===== src/fcic_consts.svh =====
// constants of the framer control and interrupt hierarchy block
`ifndef FCIC_CONSTS_SVH
`define FCIC_CONSTS_SVH

`define FCIC_NUM_FRAMERS 8
`define FCIC_ADDR_W 12
`define FCIC_OFF_W 9
`define FCIC_FSEL_MSB 11
`define FCIC_FSEL_LSB 9

`define FCIC_OFF_CR0 9'h001
`define FCIC_OFF_IRR 9'h003
`define FCIC_OFF_ISR_FIRST 9'h004
`define FCIC_OFF_ISR_LAST 9'h00B
`define FCIC_OFF_IER_FIRST 9'h00C
`define FCIC_OFF_IER_LAST 9'h013
`define FCIC_OFF_FCR 9'h080
`define FCIC_OFF_MIR 9'h081
`define FCIC_OFF_MIE 9'h082
`define FCIC_OFF_TEST 9'h083

`define FCIC_FCR_GLOBAL_RESET_BIT_BIT 7
`define FCIC_FCR_ONESEC_BIT 2
`define FCIC_CR0_RESET_BIT 7
`define FCIC_CR0_INCF_BIT 5
`define FCIC_CR0_MODE_MSB 4
`define FCIC_CR0_MODE_LSB 1
`define FCIC_CR0_RATE_BIT 0
`define FCIC_TEST_BIT 1

`define FCIC_CR0_RESET 8'h00
`define FCIC_FCR_RESET 8'h00
`define FCIC_MIE_RESET 8'h00
`define FCIC_TEST_RESET 8'h00
`define FCIC_IER_RESET 8'h00

`define FCIC_RESET_TIME_NS 15000
`define FCIC_CLOCK_PERIOD_NS 20
`define FCIC_RESET_CYCLES (`FCIC_RESET_TIME_NS / `FCIC_CLOCK_PERIOD_NS)
`define FCIC_CNT_W 10

`endif


===== src/fcic_pkg.sv =====
// types of the framer control and interrupt hierarchy block
package fcic_pkg;
`include "fcic_consts.svh"

	typedef enum logic [3:0] {
		FCIC_T1_NONE,
		FCIC_T1_FT_ONLY,
		FCIC_T1_ESF_FPS,
		FCIC_T1_SF,
		FCIC_T1_SF_JAPANESE_YELLOW,
		FCIC_T1_SF_DATA_MUX,
		FCIC_T1_LOOP_FRAME_SLIP_LOSS,
		FCIC_T1_LOOP_CARRIER,
		FCIC_T1_ESF_MIMIC_CRC,
		FCIC_T1_ESF_FORCE_CRC,
		FCIC_T1_RESERVED
	} fcic_t1_mode_t;

	typedef struct packed {
		logic line_rate_select;
		logic crc_fbit_real;
		logic [3:0] rx_framer_mode;
		logic e1_crc;
		logic e1_cas;
		logic bit_slip_search;
		fcic_t1_mode_t t1_mode;
	} fcic_cfg_t;

	typedef struct packed {
		logic [`FCIC_ADDR_W-1:0] addr;
		logic [7:0] wdata;
		logic wr;
		logic rd;
	} fcic_bus_t;

	// [framer][request bit][status bit]
	typedef logic [`FCIC_NUM_FRAMERS-1:0][7:0][7:0] fcic_events_t;
endpackage


===== src/fcic_top.sv =====
// framer control, framer reset and interrupt request hierarchy
//
// How it works
// two bits pick shared or separate bus groups
// master request latches on any framer request
// master enable gates request into master and pin
// eight framer bits, bit n is framer n
// framer reset bit starts bounded default reset
// reset bit reads one until reset completes
// host avoids control writes during reset
// power-up, global reset, pin also reset framers
// after reset outputs tristate, control and enable registers default; status and request bits keep their values, except that i_sys_rst clears them
// T1 CRC6 uses one or real F-bit
// E1 mode upper bits select CRC, CAS, BIT_SLIP_SEARCH
// T1 mode codes select framing format
// mode field also sets loss criteria
// rate bit selects E1 or T1 nominal
// host rewrites controls after rate change
// enabled status event latches request bit
// status read clears request bit, set wins
// request bits ORed into master request
// host confirms request register reads zero
// request bits map eight status registers
// status read clears latched status bits
// global reset bit resets globals and framers
// interrupt pin low while any master request
`timescale 1ns/10ps
`include "fcic_consts.svh"

module fcic_top (
	input wire logic i_clock,
	input wire logic i_sys_rst,
	input wire logic i_rst_pin_n,
	input wire fcic_pkg::fcic_bus_t i_bus,
	input wire fcic_pkg::fcic_events_t i_events,
	output logic [7:0] o_rdata,
	output logic o_interrupt_pin_n,
	output logic [1:0] o_bus_group_mode,
	output logic o_onesec_output,
	output logic o_test_enable,
	output logic [`FCIC_NUM_FRAMERS-1:0] o_sysbus_oe_n,
	output logic [`FCIC_NUM_FRAMERS-1:0] o_pio_oe_n,
	output logic [`FCIC_NUM_FRAMERS-1:0] o_reset_busy,
	output fcic_pkg::fcic_cfg_t [`FCIC_NUM_FRAMERS-1:0] o_cfg
);
	import fcic_pkg::*;

	localparam int NF = `FCIC_NUM_FRAMERS;
	localparam logic [`FCIC_CNT_W-1:0] LAST_CNT =
		`FCIC_CNT_W'(`FCIC_RESET_CYCLES - 1);

	function automatic logic in_range(input logic [8:0] a,
		input logic [8:0] lo, input logic [8:0] hi);
		in_range = (a >= lo) && (a <= hi);
	endfunction
	// request bit b summarises status register at last offset minus b
	function automatic logic [8:0] isr_off(input int b);
		isr_off = `FCIC_OFF_ISR_LAST - 9'(b);
	endfunction
	function automatic logic [8:0] ier_off(input int b);
		ier_off = `FCIC_OFF_IER_LAST - 9'(b);
	endfunction
	function automatic fcic_cfg_t cfg_decode(input logic rate,
		input logic incf, input logic [3:0] mode);
		fcic_cfg_t c;
		c = '0;
		c.line_rate_select = rate;
		c.rx_framer_mode = mode;
		c.crc_fbit_real = rate & incf;
		c.e1_crc = !rate & mode[2];
		c.e1_cas = !rate & mode[3];
		c.bit_slip_search = !rate & mode[1];
		c.t1_mode = FCIC_T1_NONE;
		if (rate) begin
			case (mode)
				4'h0: c.t1_mode = FCIC_T1_FT_ONLY;
				4'h1: c.t1_mode = FCIC_T1_ESF_FPS;
				4'h4: c.t1_mode = FCIC_T1_SF;
				4'h5: c.t1_mode = FCIC_T1_SF_JAPANESE_YELLOW;
				4'h6: c.t1_mode = FCIC_T1_SF_DATA_MUX;
				4'h8: c.t1_mode = FCIC_T1_LOOP_FRAME_SLIP_LOSS;
				4'h9: c.t1_mode = FCIC_T1_LOOP_CARRIER;
				4'hC: c.t1_mode = FCIC_T1_ESF_MIMIC_CRC;
				4'hD: c.t1_mode = FCIC_T1_ESF_FORCE_CRC;
				default: c.t1_mode = FCIC_T1_RESERVED;
			endcase
		end
		return c;
	endfunction

	wire logic [2:0] fsel = i_bus.addr[`FCIC_FSEL_MSB:`FCIC_FSEL_LSB];
	wire logic [8:0] off = i_bus.addr[`FCIC_OFF_W-1:0];
	wire logic g_wr = i_bus.wr && (fsel == 3'h0);
	wire logic g_rd = i_bus.rd && (fsel == 3'h0);

	// reset pin synchroniser
	logic pin_s1_q;
	logic pin_s2_q;
	always_ff @(posedge i_clock or posedge i_sys_rst) begin
		if (i_sys_rst) begin
			pin_s1_q <= 1'b1;
			pin_s2_q <= 1'b1;
		end else begin
			pin_s1_q <= i_rst_pin_n;
			pin_s2_q <= pin_s1_q;
		end
	end
	wire logic pin_reset = !pin_s2_q;

	// global registers and global reset
	logic global_reset_bit_busy_q;
	logic [`FCIC_CNT_W-1:0] global_reset_bit_cnt_q;
	logic [1:0] group_mode_q;
	logic onesec_q;
	logic [7:0] mie_q;
	logic test_q;
	wire logic global_reset_bit_start = g_wr && (off == `FCIC_OFF_FCR) &&
		i_bus.wdata[`FCIC_FCR_GLOBAL_RESET_BIT_BIT] && !global_reset_bit_busy_q;
	wire logic g_hold = global_reset_bit_busy_q || global_reset_bit_start || pin_reset;

	always_ff @(posedge i_clock or posedge i_sys_rst) begin
		if (i_sys_rst) begin
			global_reset_bit_busy_q <= 1'b1;
			global_reset_bit_cnt_q <= '0;
		end else if (pin_reset || global_reset_bit_start) begin
			global_reset_bit_busy_q <= 1'b1;
			global_reset_bit_cnt_q <= '0;
		end else if (global_reset_bit_busy_q) begin
			global_reset_bit_busy_q <= (global_reset_bit_cnt_q != LAST_CNT);
			global_reset_bit_cnt_q <= global_reset_bit_cnt_q + `FCIC_CNT_W'(1);
		end
	end

	always_ff @(posedge i_clock or posedge i_sys_rst) begin
		if (i_sys_rst) begin
			group_mode_q <= 2'(`FCIC_FCR_RESET);
			onesec_q <= 1'b0;
			mie_q <= `FCIC_MIE_RESET;
			test_q <= 1'b0;
		end else if (g_hold) begin
			group_mode_q <= 2'h0;
			onesec_q <= 1'b0;
			mie_q <= `FCIC_MIE_RESET;
			test_q <= 1'b0;
		end else if (g_wr) begin
			if (off == `FCIC_OFF_FCR) begin
				group_mode_q <= i_bus.wdata[1:0];
				onesec_q <= i_bus.wdata[`FCIC_FCR_ONESEC_BIT];
			end
			if (off == `FCIC_OFF_MIE)
				mie_q <= i_bus.wdata;
			if (off == `FCIC_OFF_TEST)
				test_q <= i_bus.wdata[`FCIC_TEST_BIT];
		end
	end

	// per framer state
	logic busy_q [NF];
	logic [`FCIC_CNT_W-1:0] cnt_q [NF];
	logic rate_q [NF];
	logic incf_q [NF];
	logic [3:0] mode_q [NF];
	logic oe_n_q [NF];
	fcic_cfg_t cfg_q [NF];
	logic [7:0] isr_q [NF][8];
	logic [7:0] ier_q [NF][8];
	logic irr_q [NF][8];
	logic [7:0] irr_vec [NF];
	logic [7:0] mir_d;
	logic [7:0] mir_q;

	for (genvar f = 0; f < NF; f++) begin : g_fr
		localparam logic [2:0] FID = 3'(f);
		wire logic fr_wr = i_bus.wr && (fsel == FID);
		wire logic fr_rd = i_bus.rd && (fsel == FID);
		wire logic cr0_hit = fr_wr && (off == `FCIC_OFF_CR0);
		// writes during reset are dropped
		wire logic cr0_wr = cr0_hit && !busy_q[f];
		wire logic start = (cr0_wr && i_bus.wdata[`FCIC_CR0_RESET_BIT]) ||
			global_reset_bit_start || pin_reset;
		wire logic hold = busy_q[f] || start;
		always_ff @(posedge i_clock or posedge i_sys_rst) begin
			if (i_sys_rst) begin
				busy_q[f] <= 1'b1;
				cnt_q[f] <= '0;
			end else if (start) begin
				busy_q[f] <= 1'b1;
				cnt_q[f] <= '0;
			end else if (busy_q[f]) begin
				busy_q[f] <= (cnt_q[f] != LAST_CNT);
				cnt_q[f] <= cnt_q[f] + `FCIC_CNT_W'(1);
			end
		end
		always_ff @(posedge i_clock or posedge i_sys_rst) begin
			if (i_sys_rst) begin
				rate_q[f] <= 1'b0;
				incf_q[f] <= 1'b0;
				mode_q[f] <= 4'h0;
				oe_n_q[f] <= 1'b1;
			end else if (hold) begin
				rate_q[f] <= 1'(`FCIC_CR0_RESET);
				incf_q[f] <= 1'b0;
				mode_q[f] <= 4'h0;
				oe_n_q[f] <= 1'b1;
			end else if (cr0_wr) begin
				rate_q[f] <= i_bus.wdata[`FCIC_CR0_RATE_BIT];
				incf_q[f] <= i_bus.wdata[`FCIC_CR0_INCF_BIT];
				mode_q[f] <= i_bus.wdata[`FCIC_CR0_MODE_MSB:`FCIC_CR0_MODE_LSB];
				oe_n_q[f] <= 1'b0;
			end
		end
		always_ff @(posedge i_clock or posedge i_sys_rst) begin
			if (i_sys_rst)
				cfg_q[f] <= '0;
			else
				cfg_q[f] <= cfg_decode(rate_q[f], incf_q[f], mode_q[f]);
		end
		for (genvar b = 0; b < 8; b++) begin : g_src
			wire logic clr = fr_rd && (off == isr_off(b));
			wire logic ier_wr = fr_wr && (off == ier_off(b)) && !busy_q[f];
			wire logic req = |(i_events[f][b] & ier_q[f][b]);
			always_ff @(posedge i_clock or posedge i_sys_rst) begin
				if (i_sys_rst) begin
					isr_q[f][b] <= 8'h00;
					irr_q[f][b] <= 1'b0;
				end else begin
					isr_q[f][b] <= (clr ? 8'h00 : isr_q[f][b]) |
						i_events[f][b];
					irr_q[f][b] <= (irr_q[f][b] && !clr) || req;
				end
			end
			always_ff @(posedge i_clock or posedge i_sys_rst) begin
				if (i_sys_rst)
					ier_q[f][b] <= `FCIC_IER_RESET;
				else if (hold)
					ier_q[f][b] <= `FCIC_IER_RESET;
				else if (ier_wr)
					ier_q[f][b] <= i_bus.wdata;
			end
			assign irr_vec[f][b] = irr_q[f][b];
		end

		assign mir_d[f] = (|irr_vec[f]) && mie_q[f];
		assign o_sysbus_oe_n[f] = oe_n_q[f];
		assign o_pio_oe_n[f] = oe_n_q[f];
		assign o_reset_busy[f] = busy_q[f];
		assign o_cfg[f] = cfg_q[f];
	end

	logic interrupt_pin_n_n_q;
	always_ff @(posedge i_clock or posedge i_sys_rst) begin
		if (i_sys_rst) begin
			mir_q <= 8'h00;
			interrupt_pin_n_n_q <= 1'b1;
		end else begin
			mir_q <= mir_d;
			interrupt_pin_n_n_q <= ~(|mir_q);
		end
	end

	// read mux
	logic [7:0] rdata_d;
	logic [7:0] rdata_q;
	wire logic hit_isr = in_range(off, `FCIC_OFF_ISR_FIRST, `FCIC_OFF_ISR_LAST);
	wire logic hit_ier = in_range(off, `FCIC_OFF_IER_FIRST, `FCIC_OFF_IER_LAST);
	wire logic [2:0] isr_idx = 3'(`FCIC_OFF_ISR_LAST - off);
	wire logic [2:0] ier_idx = 3'(`FCIC_OFF_IER_LAST - off);
	always_comb begin
		if (g_rd && off == `FCIC_OFF_FCR)
			rdata_d = {global_reset_bit_busy_q, 4'h0, onesec_q, group_mode_q};
		else if (g_rd && off == `FCIC_OFF_MIR)
			rdata_d = mir_q;
		else if (g_rd && off == `FCIC_OFF_MIE)
			rdata_d = mie_q;
		else if (g_rd && off == `FCIC_OFF_TEST)
			rdata_d = {6'h00, test_q, 1'b0};
		else if (off == `FCIC_OFF_CR0)
			rdata_d = {busy_q[fsel], 1'b0, incf_q[fsel], mode_q[fsel],
				rate_q[fsel]};
		else if (off == `FCIC_OFF_IRR)
			rdata_d = irr_vec[fsel];
		else if (hit_isr)
			rdata_d = isr_q[fsel][isr_idx];
		else if (hit_ier)
			rdata_d = ier_q[fsel][ier_idx];
		else
			rdata_d = 8'h00;
	end

	always_ff @(posedge i_clock or posedge i_sys_rst) begin
		if (i_sys_rst)
			rdata_q <= 8'h00;
		else if (i_bus.rd)
			rdata_q <= rdata_d;
	end

	assign o_rdata = rdata_q;
	assign o_interrupt_pin_n = interrupt_pin_n_n_q;
	assign o_bus_group_mode = group_mode_q;
	assign o_onesec_output = onesec_q;
	assign o_test_enable = test_q;

	wire logic f0_cr0_reset_wr = i_bus.wr && fsel == 3'h0 &&
		off == `FCIC_OFF_CR0 && i_bus.wdata[`FCIC_CR0_RESET_BIT] &&
		!busy_q[0] && !pin_reset && !global_reset_bit_start;
endmodule // fcic_top


===== config.mk =====
export PLATFORM = sky130hd
export DESIGN_NAME = fcic_top
export DESIGN_NICKNAME = d
export VERILOG_FILES = /design/src/fcic_pkg.sv /design/src/fcic_top.sv
export VERILOG_INCLUDE_DIRS = /design/src
export SDC_FILE = /design/constraint.sdc
export NUM_CORES = 2
export LEC_CHECK = 0
export CORE_ASPECT_RATIO = 1.5
export CORE_UTILIZATION = 40
export CTS_CLUSTER_SIZE = 40
export DETAILED_ROUTE_END_ITERATION = 16
export DONT_BUFFER_PORTS = 1
export HOLD_SLACK_MARGIN = 0.03
export SLEW_MARGIN = 20
export SYNTH_ARGS = -nofsm -noshare
export SYNTH_HDL_FRONTEND = slang
export SYNTH_SLANG_ARGS = --single-unit

===== constraint.sdc =====
create_clock -name i_clock -period 52.3 [get_ports i_clock]
set_input_delay 10.46 -clock i_clock [delete_from_list [all_inputs] [get_ports i_clock]]
set_output_delay 10.46 -clock i_clock [all_outputs]
set_load 0.05 [all_outputs]

==> impl_results.md <==
- Num CTS Buffers: around 140
- Routed Antenna Nets: 0
- Status: complete, no violations
- Setup violations, final: 0
- Slew HR: 0.04946
- Yosys cell types: 82
- Type of the worst min-delay path: reg -> reg
- # fillers: 14930
- Final WL: around 280000 microns
- Post-route insts no fill: between 7000 and 8000
- Cts hold-fix bufs: 0
- CTS HTree Levels: 4
- Clock Sink Count: 1378
- Total grt overflow: 0
- Pre-CTS WS: roughly 37 ns
- YS warnings: 0
- PostCTS Resize Cnt: 0
- EDFF count, synth: 0
- Pwr Density: roughly 31 mW/mm^2
- Most frequent cells in the layout: dfrtp_1 (1358), nand2_1 (622), a21o_1 (525), nor2_1 (418), nand3_1 (377)
- CP Max Fanout: between 100 and 150
- Worst EP arrival: roughly 15 ns
- Die extent in x: 330.7 microns
- Design Power: 2.205 mW
- Hold Path Sink: pin_s2_q
- Main synth FF type: dfrtp_1
- Synthesized netlist cell count: between 5000 and 6000
- Number of post-CTS setup repair buffers: 0
- Period utilization: 0.2764
- I/O pins: between 600 and 700
- Clock latency on the worst-skew pair: 0.83 ns
- Most common cell after layout, fill and taps aside: dfrtp_1
- Count of pins over their slew limit: 0
- Core Region: ~0.16 sq mm
- Critical Path RT: 52.95 ns
- Syn_area_per_cell: around 12 sq um
- Syn Std Cell Area: about 0.065 sq mm
- Reg2reg path depth: 5
- Crit start category: input pin
- Global-route wire length before repair: ~380000 microns
- Max-Cap Viols: 0
- GP Congestion: approximately 0.97
- Final Hold Fails: 0
- Via/cell ratio: between 6 and 7
- Area growth syn-to-layout: 9.742%
- DRC: 0
- Highest clock rate: between 60 and 70 MHz
- CTS clock-pin slew for the worst setup and hold paths: 0.06 ns
- Die ar.: ~0.16 sq mm
- DRT iter0 DRCs: 5723
- Starting Density: 0.4037
- Final instance area: ~0.07 sq mm
- Hold_ws: around 0.36 ns
- Port bufs: 0
- Std cell rows: between 150 and 200
- Seq cells post-synth: 1378
- Setup TNS Final: 0 ns
- RSZ-0062 raised after global routing: no
- Avg WL per Cell: 35.73 microns
- Hold Crit Start: pin_s1_q
- HPWL after DPL: 199500 microns
- Pleak: 25.86 nW
- Critical path type: in -> reg
- Tightest Pin Transition: between 1 and 1.5 ns
- Hold Path Stages: 0
- Root buffer cell: clkbuf_16
- Skew final: ~0.033 ns
- Initial antenna violation count: 23
- Final Util: 0.4431
- FFs w/ async S/R, synth: 1.000
- Reg-to-Reg Start: o_reset_busy[2]
- Syn nets: 6224
- Crit. End Element: flop
- CTS max path bufs: 3
- Final net count: 6073
- Layout cells sized above 1: 0.1266
- Reg2reg setup slack: between 40 and 50 ns
- FF-to-FF End: ier_q[360]
- Seq/Total Area, Yosys: 0.5323
- Largest net degree at the start of global routing: between 300 and 400
- Worst Slack Setup Final: around 38 ns
- Die height: 495.1 microns
- Number of global-route vias before repair: a little under 50000
- Vias: around 50000
- Peak VDD IR: around 0.03 mV
- Placed insts: between 7000 and 8000
- Placed cell areas: ~0.066 sq mm
- Iteration count of the initial detailed-routing pass: 6
- CTS tree: done
- Min cycle time layout: approximately 14 ns
- Total GRT Usage: 0.3334
cell type report:
class | count | area (sq um) | area share
Sequential cell | 1378 | 34510 | 0.4850
Multi-Input combinational cell | 3850 | 28380 | 0.3989
Clock buffer | 202 | 4111 | 0.05779
Tap cell | 2093 | 2619 | 0.03681
Timing Repair Buffer | 75 | 675.6 | 0.009497
Clock inverter | 52 | 654.4 | 0.009198
Inverter | 42 | 165.2 | 0.002321
Antenna cell | 13 | 32.53 | 0.0004572
worst max-delay path by stage:
stage | cells after the start | from | to | slack, ns
floorplan | 1 | i_sys_rst | cnt_q[0] | 3.02
global placement | 6 | i_sys_rst | cnt_q[70] | 37.50
detailed placement | 6 | i_sys_rst | cnt_q[77] | 37.45
CTS | 6 | i_sys_rst | cnt_q[74] | 38.31
global route | 9 | i_bus[19] | ier_q[186] | 37.61
finish | 8 | i_bus[19] | ier_q[299] | 37.85
worst max-delay path, stage by stage:
cell      delay, ns
buf_16         0.51
buf_16         0.63
nand3_1        0.51
or3_1          0.70
o21bai_1       0.78
or2_2          0.50
buf_4          0.64
a21oi_1        0.11
where the power goes:
group	total, mW	switching (mW)	internal (mW)
sequential	1.07	0.00425	1.07
clock	1.06	0.459	0.601
combinational	0.0725	0.0518	0.0207
cells in the mapped netlist (8+ instances only):
master / n / area share
nor2_2: 32 / 0.0031
or3_1: 12 / 0.0012
a221oi_1: 71 / 0.0096
a31oi_1: 15 / 0.0014
buf_6: 19 / 0.0033
buf_1: 13 / 0.00075
o22ai_1: 42 / 0.0041
and2_1: 20 / 0.0019
ha_1: 50 / 0.0096
nand3_1: 377 / 0.029
a211oi_1: 19 / 0.0022
inv_1: 39 / 0.0023
a21boi_0: 8 / 0.00093
nand2b_1: 15 / 0.0014
nand2_4: 9 / 0.0016
nor4_1: 24 / 0.0023
mux2i_1: 287 / 0.044
o21ai_0: 54 / 0.0042
nor2b_1: 32 / 0.0031
nand4_1: 103 / 0.0099
nand2_1: 622 / 0.036
o21bai_1: 9 / 0.0010
mux4_2: 283 / 0.098
nor2_1: 429 / 0.025
and3_1: 14 / 0.0014
buf_2: 116 / 0.0090
a22o_1: 64 / 0.0086
a21o_1: 525 / 0.061
a21oi_1: 370 / 0.029
nor3_1: 9 / 0.00069
clkbuf_1: 169 / 0.0098
buf_4: 44 / 0.0051
dfstp_2: 20 / 0.0081
mux2_2: 14 / 0.0024
xor2_1: 54 / 0.0073
dfrtp_1: 1358 / 0.52
a22oi_1: 151 / 0.017
xnor2_1: 28 / 0.0038
metal layers:
layer,track usage,wire [microns],up-vias
met1,0.3900,95940,25820
met5,0,154,-
met3,0.1188,32160,673
li1,-,-,20360
met4,0.2158,20880,22
met2,0.5163,126100,3073
flip-flops by register name, indices dropped and copies added (netlist names), 10 cells and up:
register and count:
isr_q 512, global_reset_bit_cnt_q 10, irr_q 64, mode_q 32, o_cfg 104, cnt_q 80, ier_q 512
kinds of logic after synthesis:
| group | Yosys count | synth area share |
|---|---|---|
| muxes | 584 | 0.1451 |
| adders and majority gates | 50 | 0.009650 |
| AOI/OAI and AO/OA | 1390 | 0.1475 |
| buffers and inverters | 409 | 0.03186 |
| xor gates and xnor gates | 82 | 0.01108 |
| and+or+nand+nor | 1744 | 0.1225 |
| DFF | 1378 | 0.5323 |
Note: power is estimated with default switching activity, not from simulation.
